===== src/hif_defs.svh =====
`ifndef HIF_DEFS_SVH
`define HIF_DEFS_SVH

// Register subaddresses
`define HIF_ADDR_RAW_LO 8'hf0
`define HIF_ADDR_RAW_HI 8'hf1
`define HIF_ADDR_STAT_LO 8'hf2
`define HIF_ADDR_STAT_HI 8'hf3
`define HIF_ADDR_MASK_LO 8'hf4
`define HIF_ADDR_MASK_HI 8'hf5
`define HIF_ADDR_CLR_LO 8'hf6
`define HIF_ADDR_CLR_HI 8'hf7

// Field widths and positions
`define HIF_LO_W 8
`define HIF_HI_W 3
`define HIF_HI_FIFO_FULL 0
`define HIF_HI_STD_CHANGED 1
`define HIF_HI_COPY_CHANGED 2

// Reset values
`define HIF_RST_MASK_LO 8'h00
`define HIF_RST_MASK_HI 3'h0
`define HIF_RST_FLAGS_LO 8'h00
`define HIF_RST_FLAGS_HI 3'h0
`define HIF_RST_RDATA 8'h00

`endif


===== src/hif_pkg.sv =====
package hif_pkg;

	// Event pulses, first group, bit 7 down to bit 0
	typedef struct packed {
		logic fifoLevelCrossedEvent;
		logic teletextReadyFlag;
		logic wssReady;
		logic programIdReadyFlag;
		logic vitcReady;
		logic captionField2Ready;
		logic captionField1Ready;
		logic lineEvent;
	} hif_events_lo_t;

	// Event pulses, second group, bit 2 down to bit 0
	typedef struct packed {
		logic copyProtChanged;
		logic standardChanged;
		logic fifoLineRejected;
	} hif_events_hi_t;

	// Host register access at a subaddress
	typedef struct packed {
		logic wr;
		logic rd;
		logic [7:0] addr;
		logic [7:0] wdata;
	} hif_host_req_t;

endpackage : hif_pkg


===== src/hif_irq_ctrl.sv =====
`timescale 1ns/10ps
`default_nettype none
`include "hif_defs.svh"

// Notes on behaviour
// First masked status: eight events, six of them data-ready
// Second masked status: copy, standard, FIFO full
// FIFO full means a write was refused
// Interrupt output ORs all unmasked flags
// Mask gates both status and interrupt
// First mask bits enable sources, reset zero
// Second mask bits 1,0 enable, reset zero
// Second mask bit 2 gates copy change
// Write one clears first flags; zero ignored
// Write one clears second raw/masked flags
// Interrupt drops once no unmasked flag remains
// Masked equals raw AND mask; raw unmasked
// Reads never clear flags
// FIFO full set when line cannot fit
// Event beats a simultaneous clear
// Interrupt active high, registered one clock
module hif_irq_ctrl (
	input wire logic mclk,
	input wire logic sys_rst,
	input wire logic ce,
	input wire hif_pkg::hif_events_lo_t eventsLo,
	input wire hif_pkg::hif_events_hi_t eventsHi,
	input wire hif_pkg::hif_host_req_t hostReq,
	output logic [7:0] regRdata,
	output logic irqOut
);

	logic [`HIF_LO_W-1:0] rawLo;
	logic [`HIF_HI_W-1:0] rawHi;
	logic [`HIF_LO_W-1:0] maskLo;
	logic [`HIF_HI_W-1:0] maskHi;
	logic [`HIF_LO_W-1:0] maskedLo;
	logic [`HIF_HI_W-1:0] maskedHi;
	logic [`HIF_LO_W-1:0] clrLo;
	logic [`HIF_HI_W-1:0] clrHi;
	logic [`HIF_LO_W-1:0] evLo;
	logic [`HIF_HI_W-1:0] evHi;
	logic [`HIF_LO_W-1:0] next_maskLo;
	logic [`HIF_HI_W-1:0] next_maskHi;
	logic [7:0] next_regRdata;
	logic next_irqOut;

	function automatic logic hit(input hif_pkg::hif_host_req_t r,
		input logic [7:0] a);
		hit = r.wr && (r.addr == a);
	endfunction : hit

	assign evLo = eventsLo;
	// Refused FIFO line write, not a FIFO level
	assign evHi = eventsHi; // see see

	// Write-one clear pulses
	assign clrLo = hit(hostReq, `HIF_ADDR_CLR_LO) ?
		hostReq.wdata : 8'h00;
	assign clrHi = hit(hostReq, `HIF_ADDR_CLR_HI) ?
		hostReq.wdata[`HIF_HI_W-1:0] : 3'h0;

	hif_flag_bank #(.WIDTH(`HIF_LO_W)) u_bank_lo (
		.mclk(mclk),
		.sys_rst(sys_rst),
		.ce(ce),
		.setPulse(evLo),
		.clrPulse(clrLo),
		.flags(rawLo)
	);

	hif_flag_bank #(.WIDTH(`HIF_HI_W)) u_bank_hi (
		.mclk(mclk),
		.sys_rst(sys_rst),
		.ce(ce),
		.setPulse(evHi),
		.clrPulse(clrHi),
		.flags(rawHi)
	);

	// Masked view
	assign maskedLo = rawLo & maskLo; // see
	assign maskedHi = rawHi & maskHi; // see

	// Mask registers
	always_comb begin
		next_maskLo = maskLo;
		next_maskHi = maskHi;
		if (ce && hit(hostReq, `HIF_ADDR_MASK_LO)) begin
			next_maskLo = hostReq.wdata;
		end
		if (ce && hit(hostReq, `HIF_ADDR_MASK_HI)) begin
			next_maskHi = hostReq.wdata[`HIF_HI_W-1:0]; // see
		end
	end

	always_ff @(posedge mclk or posedge sys_rst) begin
		if (sys_rst) begin
			maskLo <= `HIF_RST_MASK_LO;
			maskHi <= `HIF_RST_MASK_HI;
		end else begin
			maskLo <= next_maskLo;
			maskHi <= next_maskHi;
		end
	end

	// Read data and interrupt output
	always_comb begin
		next_regRdata = regRdata;
		next_irqOut = irqOut;
		if (ce) begin
			next_irqOut = (|maskedLo) | (|maskedHi); // see see
			if (hostReq.rd) begin
				// Reads have no side effect on flags
				unique case (hostReq.addr)
					`HIF_ADDR_RAW_LO: next_regRdata = rawLo;
					`HIF_ADDR_RAW_HI: next_regRdata = {5'h00, rawHi};
					`HIF_ADDR_STAT_LO: next_regRdata = maskedLo;
					`HIF_ADDR_STAT_HI: next_regRdata = {5'h00, maskedHi};
					`HIF_ADDR_MASK_LO: next_regRdata = maskLo;
					`HIF_ADDR_MASK_HI: next_regRdata = {5'h00, maskHi};
					default: next_regRdata = 8'h00;
				endcase
			end
		end
	end

	always_ff @(posedge mclk or posedge sys_rst) begin
		if (sys_rst) begin
			regRdata <= `HIF_RST_RDATA;
			irqOut <= 1'b0;
		end else begin
			regRdata <= next_regRdata;
			irqOut <= next_irqOut;
		end
	end
endmodule : hif_irq_ctrl

`default_nettype wire


===== src/hif_flag_bank.sv =====
`timescale 1ns/10ps
`default_nettype none

module hif_flag_bank #(
	parameter int WIDTH = 8
) (
	input wire logic mclk,
	input wire logic sys_rst,
	input wire logic ce,
	input wire logic [WIDTH-1:0] setPulse,
	input wire logic [WIDTH-1:0] clrPulse,
	output logic [WIDTH-1:0] flags
);

	// Elaboration-time width check
	if (WIDTH < 1 || WIDTH > 8) begin : g_bad_width
		$error("hif_flag_bank: WIDTH must be 1 to 8");
	end

	logic [WIDTH-1:0] next_flags;

	// Sticky flags, cleared only by explicit clear pulses or reset
	always_comb begin
		next_flags = flags;
		if (ce) begin
			next_flags = (flags & ~clrPulse) | setPulse;
		end
	end

	always_ff @(posedge mclk or posedge sys_rst) begin
		if (sys_rst) begin
			flags <= '0;
		end else begin
			flags <= next_flags;
		end
	end

endmodule : hif_flag_bank

`default_nettype wire


===== config.mk =====
export PLATFORM = sky130hd
export DESIGN_NAME = hif_irq_ctrl
export DESIGN_NICKNAME = d
export VERILOG_FILES = /design/src/hif_pkg.sv /design/src/hif_irq_ctrl.sv /design/src/hif_flag_bank.sv
export VERILOG_INCLUDE_DIRS = /design/src
export SDC_FILE = /design/constraint.sdc
export NUM_CORES = 1
export LEC_CHECK = 0
export ABC_AREA = 1
export ABC_CLOCK_PERIOD_IN_PS = 1800
export BUFFER_PORTS_ARGS = -buffer_cell sky130_fd_sc_hd__clkbuf_2
export CAP_MARGIN = 30
export CORE_MARGIN = 10
export CORE_UTILIZATION = 25
export DETAILED_ROUTE_END_ITERATION = 8
export SYNTH_ARGS = -nofsm -noshare
export SYNTH_HDL_FRONTEND = slang
export SYNTH_SLANG_ARGS = --single-unit

===== constraint.sdc =====
create_clock -name mclk -period 1.8 [get_ports mclk]
set_input_delay 0.36 -clock mclk [delete_from_list [all_inputs] [get_ports mclk]]
set_output_delay 0.36 -clock mclk [all_outputs]
set_load 0.1 [all_outputs]

==> results.py, run 1 <==
metrics = {
    "sta": {
        "slew_violations": 0,
        "hold_viol": 0,
        "final.setup.tns_ns": 0,
        "worst_pin_slew_ns": 0.553,
        "clock-skew-final_ns": 0.00333,
        "min_period_over_period": 0.812,
        "period_needed_ns": 1.46,
        "rsz0062_at_grt": "no",
        "max_slew_margin": 0.633,
        "hold_ws_ns": 0.128,
        "setup-violations-final": 0,
        "fmax_mhz": 684,
    },
    "synth": {
        "synth_mux_area_frac": 0,
        "synth-simple-area-share": 0.383,
        "yosys.area_share.xor_xnor": 0,
        "syn_nets": 277,
        "synth_top_family_by_area": "simple AND/OR/NAND/NOR gates",
        "netlist_area_um2": 1780,
        "synth_top_area_cell": "dfrtp_1",
        "synth.lib_cells_used.distinct": 24,
        "synth_fa_ha_area_frac": 0,
        "ys_seq_elements": 31,
        "synth-compound-area-share": 0.104,
        "synthCells": 245,
        "yosys_warnings": 0,
        "synth_top_area_share": 0.436,
        "yosysSeqAreaShare": 0.436,
        "netlist_top_cells_area": "dfrtp_1 44%, nand2_1 20%, nand3_1 5.3%",
        "syn_avg_cell_area_um2": 7.26,
    },
    "clock_tree": {
        "cts.sinks": 31,
        "clockBufferDepth": 2,
        "cts_buffers": 5,
        "clkLatencyLatePin_ns": 0.28,
        "cts_resized": 0,
        "clk_pin_slew_ns": 0.06,
        "h-tree-depth": 2,
        "postCtsSetupBuffers": 0,
        "cts_root_buf": "clkbuf_8",
        "cts_tree": "done",
        "holdBufCountCts": 0,
    },
    "cells_and_area": {
        "final_common_cell": "nand2_1",
        "areaGrowthSynthToFinish_pct": 23.1,
        "drive_above_1_share": 0.227,
        "fin_nets": 323,
        "mostFrequentLayoutCells": "95 x nand2_1, 40 x clkbuf_2, 31 x dfrtp_1, 22 x inv_1",
        "fin_util": 0.319,
        "final_cells": 387,
        "diodes": 0,
    },
    "placement": {
        "hpwlAfterDp_um": 3860,
        "port_buffers": 40,
        "gp_congestion": 0.861,
        "post-place-cells": 380,
    },
    "setup_path": {
        "critPathKind": "flip-flop to output port",
        "cp-start-kind": "flip-flop",
        "path_max_fanout": 2,
        "cpPeakStageDelay_ns": 0.46,
        "crit_slowest_cell": "clkbuf_2",
        "crit_arrival_ns": 1.10,
        "cp_top_family": "buffers and inverters",
        "critPathRequiredTime_ns": 1.44,
        "path_cells": "clkbuf_2",
        "end_kind": "output port",
        "critPathBufInv": 1,
    },
    "global_route": {
        "track_usage": 0.0938,
        "grt_max_degree": 32,
        "antenna_found_initial": 0,
        "first_global_vias": 1763,
        "gr-total-overflow": 0,
        "grt_pass1_wl_um": 8570,
    },
    "pwr": {
        "power.total_mw": 1.54,
        "ir_drop_mv": 0.298,
        "leakagePower_nw": 1.20,
        "power_density_nw_per_um2": 705,
    },
    "route": {
        "via_per_inst": 4.26,
        "routedWlPerCell_um": 12.5,
        "drt-initial-drc-count": 144,
        "drc": 0,
        "vias": 1647,
        "drt_pass1_iterations": 4,
        "finalWirelength_um": 4840,
        "antenna_left": 0,
    },
    "min_path": {
        "hp-class": "input port to async pin",
    },
    "outcome": {
        "status": "finished clean",
    },
    "die": {
        "die_w_um": 104,
        "fp-row-count": 30,
        "dieArea_um2": 10900,
        "die_y_um": 104,
        "fp.coreArea_um2": 6870,
        "io_pins": 41,
        "floorplan.initialDensity": 0.259,
    },
    "run": {
        "drv_cap": 0,
    },
}
[metal layers]
metal	up-vias	part of all wire	track usage
met2	49	0.45	0.143
met1	721	0.49	0.119
met3	6	0.052	0.0341
met4	0	0.013	0.0298
li1	871	-	-
met5	-	0	0
[synth_stat cells]
cell and count:
a22o_1 1, buf_2 1, buf_6 3, clkbuf_1 1, dfrtp_1 31, inv_1 22, inv_2 3, nand2_1 95
nand2_2 3, nand2_4 2, nand3_1 19, nand3b_1 1, nand4_1 2, nand4_2 1, nor2_1 19, nor2_2 3
nor2_4 1, nor2_8 2, nor3_1 3, o211ai_1 2, o21a_1 3, o21ai_0 11, o21ai_1 15, o21ai_2 1
[layout make-up]
class	instances	area, µm²
Timing Repair Buffer	44	230
Clock buffer	6	72.6
Inverter	25	93.8
Multi-Input combinational cell	184	867
Sequential cell	31	776
Fill cell	747	4680
Tap cell	96	120
Clock inverter	1	30.0
[cells by family after synthesis]
| family | count (synthesis) |
|---|---|
| buffers and inverters | 30 |
| AND/OR/NAND/NOR | 151 |
| flip-flops | 31 |
| AO/OA/AOI/OAI | 33 |
[report_power, final]
group / switching, mW / internal [mW]
logic: 0.107 / 0.0532
clock network: 0.262 / 0.405
registers: 0.00852 / 0.708
total: 0.377 / 1.17
[registers in the layout (all words and copies together), names as in the netlist]
name / count
irqOut: 1
maskHi: 3
u_bank_hi.flags: 3
regRdata: 8
maskLo: 8
u_bank_lo.flags: 8
[per-stage QoR]
stage,setup slack [ns],area [µm²]
floorplan,0.542,1780
CTS,0.321,2190
global placement,0.293,2090
global route,0.300,2190
detailed placement,0.234,2090
finish,0.339,2190
[worst paths after layout]
path	startpoint	endpoint	slack, ns	cells after the start
setup / recovery	regRdata[2]	regRdata[2]	0.34	1
hold / removal	sys_rst	regRdata[0]	0.13	3
setup reg to reg	u_bank_lo.flags[5]	irqOut	0.70	5
hold reg to reg	regRdata[4]	regRdata[4]	0.48	2
max in group asynchronous	sys_rst	maskLo[2]	1.38	3
min in group mclk	eventsHi[1]	u_bank_hi.flags[1]	0.27	3
Power figures use the tool's default switching activity.
==> run 2, diff against run 1 <==
--- a/config.mk
+++ b/config.mk
@@ -7,7 +7,7 @@
 export NUM_CORES = 1
 export LEC_CHECK = 0
 export ABC_AREA = 1
-export ABC_CLOCK_PERIOD_IN_PS = 1800
+export ABC_CLOCK_PERIOD_IN_PS = 1300
 export BUFFER_PORTS_ARGS = -buffer_cell sky130_fd_sc_hd__clkbuf_2
 export CAP_MARGIN = 30
 export CORE_MARGIN = 10
==> constraint.sdc (replaced) <==
create_clock -name mclk -period 1.3 [get_ports mclk]
set_input_delay 0.26 -clock mclk [delete_from_list [all_inputs] [get_ports mclk]]
set_output_delay 0.26 -clock mclk [all_outputs]
set_load 0.1 [all_outputs]
==> run 2 against run 1 <==
Sequential share of layout area down 3.4 points; design area grew 11%; final cell count increased by 2.6%; clock-buffer cell count unchanged; setup slack got worse by 0.17 ns; hold slack worse by 0.10 ns; combinational power rose by 51%; via count is 1.2% higher; core utilization increased by 3.4 points; largest power group unchanged; highest routed layer unchanged.
==> results.py, run 2 (synthesized netlist as in run 1, its figures left out) <==
metrics = {
    "outcome": {
        "status": "finished clean",
    },
    "route": {
        "drt-initial-drc-count": 110,
        "via_per_inst": 4.20,
        "antenna_left": 0,
        "wl_met3_um": 215,
        "topRoutingLayerUsed": "met4",
        "drc": 0,
        "finalWirelength_um": 4630,
        "wl_met1_um": 2320,
        "drt_pass1_iterations": 4,
        "routedWlPerCell_um": 11.7,
        "met2_length_um": 2080,
        "vias": 1666,
    },
    "clock_tree": {
        "clkLatencyLatePin_ns": 0.28,
        "cts_resized": 0,
        "holdBufCountCts": 0,
        "postCtsSetupBuffers": 0,
        "cts.sinks": 31,
        "cts_root_buf": "clkbuf_8",
        "clk_pin_slew_ns": 0.07,
        "clockBufferDepth": 2,
        "h-tree-depth": 2,
        "cts_tree": "done",
        "cts_buffers": 5,
    },
    "cells_and_area": {
        "fin_nets": 332,
        "areaGrowthSynthToFinish_pct": 36.0,
        "largestRegisters": "maskLo: 8 flops, regRdata: 8 flops, u_bank_lo.flags: 8 flops",
        "drive_above_1_share": 0.256,
        "diodes": 0,
        "mostFrequentLayoutCells": "95 x nand2_1, 31 x clkbuf_2, 31 x dfrtp_1, 22 x inv_1",
        "final_cells": 397,
        "final_common_cell": "nand2_1",
    },
    "setup_path": {
        "cpPeakStageDelay_ns": 0.41,
        "path_cells": "buf_12",
        "cp_top_family": "flip-flops",
        "path_max_fanout": 2,
        "end_kind": "output port",
        "cp-start-kind": "flip-flop",
        "crit_slowest_cell": "dfrtp_1",
        "r2r_slack_ns": 0.18,
        "crit_arrival_ns": 0.87,
        "critPathBufInv": 1,
        "critPathRequiredTime_ns": 1.04,
        "critPathKind": "flip-flop to output port",
    },
    "sta": {
        "hold_viol": 0,
        "fin_ws_ns": 0.170,
        "period_needed_ns": 1.13,
        "final.setup.tns_ns": 0,
        "max_slew_margin": 0.747,
        "min_period_over_period": 0.869,
        "clock-skew-final_ns": 0.00895,
        "hold_ws_ns": 0.0262,
        "slew_violations": 0,
        "worst_pin_slew_ns": 0.379,
        "setup-violations-final": 0,
        "rsz0062_at_grt": "no",
        "fmax_mhz": 885,
    },
    "placement": {
        "port_buffers": 40,
        "pre_cts_slack_ns": -0.0299,
        "gp_congestion": 0.883,
        "post-place-cells": 389,
        "hpwlAfterDp_um": 3880,
    },
    "global_route": {
        "grt_max_degree": 32,
        "track_usage": 0.0889,
        "first_global_vias": 1727,
        "antenna_found_initial": 0,
        "grt_pass1_wl_um": 8130,
        "gr-total-overflow": 0,
    },
    "die": {
        "floorplan.initialDensity": 0.259,
        "dieArea_um2": 10900,
        "io_pins": 41,
        "die_w_um": 104,
        "fp.coreArea_um2": 6870,
        "die_y_um": 104,
        "fp-row-count": 30,
    },
    "pwr": {
        "power_density_nw_per_um2": 908,
        "clockPowerShare": 0.437,
        "p_sw_frac": 0.229,
        "p_comb_frac": 0.110,
        "net-switching-power_mw": 0.503,
        "power.internal_mw": 1.69,
        "leakagePower_nw": 1.29,
        "ir_drop_mv": 0.509,
        "pwr-share-seq": 0.453,
    },
    "run": {
        "drv_cap": 0,
    },
    "min_path": {
        "hp-class": "input port to async pin",
    },
}
[run 2: cell types whose count changed in the layout (fill, tap and decap cells not counted)]
cell | before | now
buf_12 | 0 | 10
buf_4 | 4 | 12
clkbuf_1 | 1 | 0
clkbuf_2 | 40 | 31
clkbuf_8 | 5 | 6
clkinv_2 | 0 | 1
[run 2: stage by stage]
stage | util | instance area [µm²] | power (mW)
6_report | 0.352 | 2420 | 2.20
2_1_floorplan | - | 1780 | 1.14
3_5_place_dp | 0.335 | 2300 | 1.26
4_1_cts | 0.352 | 2420 | 2.23
5_1_grt | 0.352 | 2420 | 2.31
3_3_place_gp | 0.335 | 2300 | 1.26
[run 2: final cells by class]
class	count	area [µm²]
fill	752	4450
timing repair buffer	53	445
tap	96	120
sequential	31	776
multi-input combinational	184	867
clock buffer	6	82.6
inverter	25	93.8
clock inverter	2	35.0
[run 2: layer usage]
metal,up-vias,track usage
met1,740,0.116
li1,884,-
met2,38,0.137
met4,0,0.0189
met5,-,0
met3,4,0.0322
[run 2: worst paths after layout]
path,endpoint,cells after the start,from
worst max-delay path,irqOut,1,irqOut
worst min-delay path,regRdata[7],3,sys_rst
worst max register to register,irqOut,5,u_bank_lo.flags[5]
worst min register to register,maskLo[7],1,maskLo[7]
max in group asynchronous,u_bank_lo.flags[5],3,sys_rst
min in group mclk,u_bank_lo.flags[2],3,eventsLo[2]
[run 2: tightest hold or removal path: cells and delay by family]
kind                   cells  cell delay (ns)
buffers and inverters      3             0.46
[run 2: power groups by stage]
stage          Clock [mW]  Sequential, mW  Combinational, mW
2_1_floorplan           0            1.02              0.118
3_3_place_gp            0            1.01              0.244
3_5_place_dp            0            1.01              0.245
4_1_cts             0.992           0.995              0.246
5_1_grt              1.04           0.997              0.273
6_report            0.960           0.995              0.241
==> run 3, diff against run 2 <==
--- a/config.mk
+++ b/config.mk
@@ -7,7 +7,7 @@
 export NUM_CORES = 1
 export LEC_CHECK = 0
 export ABC_AREA = 1
-export ABC_CLOCK_PERIOD_IN_PS = 1300
+export ABC_CLOCK_PERIOD_IN_PS = 1400
 export BUFFER_PORTS_ARGS = -buffer_cell sky130_fd_sc_hd__clkbuf_2
 export CAP_MARGIN = 30
 export CORE_MARGIN = 10
==> constraint.sdc (replaced) <==
create_clock -name mclk -period 1.4 [get_ports mclk]
set_input_delay 0.28 -clock mclk [delete_from_list [all_inputs] [get_ports mclk]]
set_output_delay 0.28 -clock mclk [all_outputs]
set_load 0.1 [all_outputs]
==> run 3 against run 2 <==
Hold slack better by 0.023 ns; clock skew is 0.00090 ns lower; register-to-register slack better by 0.12 ns; clock power is 21% lower.
==> results.py, run 3 (synthesized netlist as in run 1, its figures left out) <==
metrics = {
    "outcome": {
        "status": "finished clean",
    },
    "sta": {
        "slew_violations": 0,
        "final.setup.tns_ns": 0,
        "max_slew_margin": 0.745,
        "min_period_over_period": 0.821,
        "worst_pin_slew_ns": 0.383,
        "period_needed_ns": 1.15,
        "setup-violations-final": 0,
        "rsz0062_at_grt": "no",
        "hold_viol": 0,
        "fmax_mhz": 870,
        "clock-skew-final_ns": 0.00805,
    },
    "clock_tree": {
        "cts_root_buf": "clkbuf_8",
        "postCtsSetupBuffers": 0,
        "clk_pin_slew_ns": 0.07,
        "clockBufferDepth": 2,
        "holdBufCountCts": 0,
        "cts_tree": "done",
        "cts_buffers": 5,
        "clkLatencyLatePin_ns": 0.28,
        "cts.sinks": 31,
        "h-tree-depth": 2,
        "cts_resized": 0,
    },
    "route": {
        "topRoutingLayerUsed": "met4",
        "finalWirelength_um": 4830,
        "drt-initial-drc-count": 144,
        "wl_met1_um": 2240,
        "drc": 0,
        "vias": 1714,
        "antenna_left": 0,
        "wl_met3_um": 294,
        "drt_pass1_iterations": 4,
        "routedWlPerCell_um": 12.2,
        "via_per_inst": 4.33,
        "met2_length_um": 2270,
    },
    "placement": {
        "hpwlAfterDp_um": 3980,
        "post-place-cells": 388,
        "gp_congestion": 0.860,
        "port_buffers": 40,
    },
    "setup_path": {
        "crit_arrival_ns": 0.87,
        "r2r_start": "u_bank_lo.flags[5]",
        "cp_top_family": "flip-flops",
        "critPathKind": "flip-flop to output port",
        "cp-start-kind": "flip-flop",
        "critPathBufInv": 1,
        "path_cells": "buf_12",
        "r2r-end": "irqOut",
        "cp.depth": 1,
        "end_kind": "output port",
        "crit_slowest_cell": "dfrtp_1",
        "critPathRequiredTime_ns": 1.12,
        "r2r_slack_ns": 0.30,
        "r2r_cells": 5,
        "cpPeakStageDelay_ns": 0.41,
        "path_max_fanout": 2,
    },
    "pwr": {
        "ir_drop_mv": 0.412,
        "power_density_nw_per_um2": 799,
        "leakagePower_nw": 1.27,
    },
    "cells_and_area": {
        "final_common_cell": "nand2_1",
        "drive_above_1_share": 0.250,
        "areaGrowthSynthToFinish_pct": 33.9,
        "fin_nets": 331,
        "final_cells": 396,
        "fin_util": 0.347,
        "largestRegisters": "maskLo: 8 flops, regRdata: 8 flops, u_bank_lo.flags: 8 flops",
        "diodes": 0,
        "mostFrequentLayoutCells": "95 x nand2_1, 31 x clkbuf_2, 31 x dfrtp_1, 22 x inv_1",
    },
    "die": {
        "fp-row-count": 30,
        "io_pins": 41,
        "fp.coreArea_um2": 6870,
        "dieArea_um2": 10900,
        "die_w_um": 104,
        "die_y_um": 104,
        "floorplan.initialDensity": 0.259,
    },
    "global_route": {
        "grt_pass1_wl_um": 8530,
        "first_global_vias": 1841,
        "gr-total-overflow": 0,
        "track_usage": 0.0938,
        "antenna_found_initial": 0,
        "grt_max_degree": 32,
    },
    "min_path": {
        "hp-class": "input port to async pin",
    },
    "run": {
        "drv_cap": 0,
    },
}
## run 3: changes by cell type in the layout (fill, tap and decap cells not counted)
| cell | change |
|---|---|
| buf_12 | -1 |
| clkbuf_1 | +1 |
| bufinv_16 | -1 |
| clkinv_2 | -1 |
| clkbuf_8 | +1 |
## run 3: how the worst max path moves through the flow
stage / start / endpoint / slack (ns)
6_report: regRdata[2] / regRdata[2] / 0.25
5_1_grt: u_bank_lo.flags[5] / irqOut / 0.12
4_1_cts: irqOut / irqOut / 0.24
3_5_place_dp: hostReq[11] / u_bank_lo.flags[7] / 0.06
3_3_place_gp: hostReq[11] / u_bank_lo.flags[7] / 0.09
2_1_floorplan: irqOut / irqOut / 0.22
## run 3: layout make-up
class                      count  area (µm²)
inverter                      25        93.8
timing repair buffer          52         425
multi-input combinational    184         867
fill                         741        4490
clock buffer                   8         100
tap                           96         120
sequential                    31         776
## run 3: through the flow
stage                     hold WS [ns]  instance area [µm²]  power, mW  setup slack [ns]
after floorplan                  0.384                 1780       1.06             0.217
after global placement           0.363                 2280       1.16            0.0914
after detailed placement         0.365                 2280       1.17            0.0605
after CTS                       0.0651                 2380       1.93             0.242
after global routing            0.0936                 2380       2.00             0.122
final                           0.0495                 2380       1.90             0.251
## run 3: power breakdown
part / total, mW / switching, mW / leakage, nW / internal (mW)
registers: 0.924 / 0.0128 / 0.355 / 0.911
clock network: 0.758 / 0.310 / 0.0515 / 0.448
logic: 0.222 / 0.139 / 0.865 / 0.0827
total: 1.90 / 0.462 / 1.27 / 1.44
## run 3: routing by layer
metal / track usage / vias to the layer above
met3: 0.0316 / 4
met1: 0.116 / 772
met5: 0 / -
met4: 0.0298 / 0
li1: - / 889
met2: 0.149 / 49
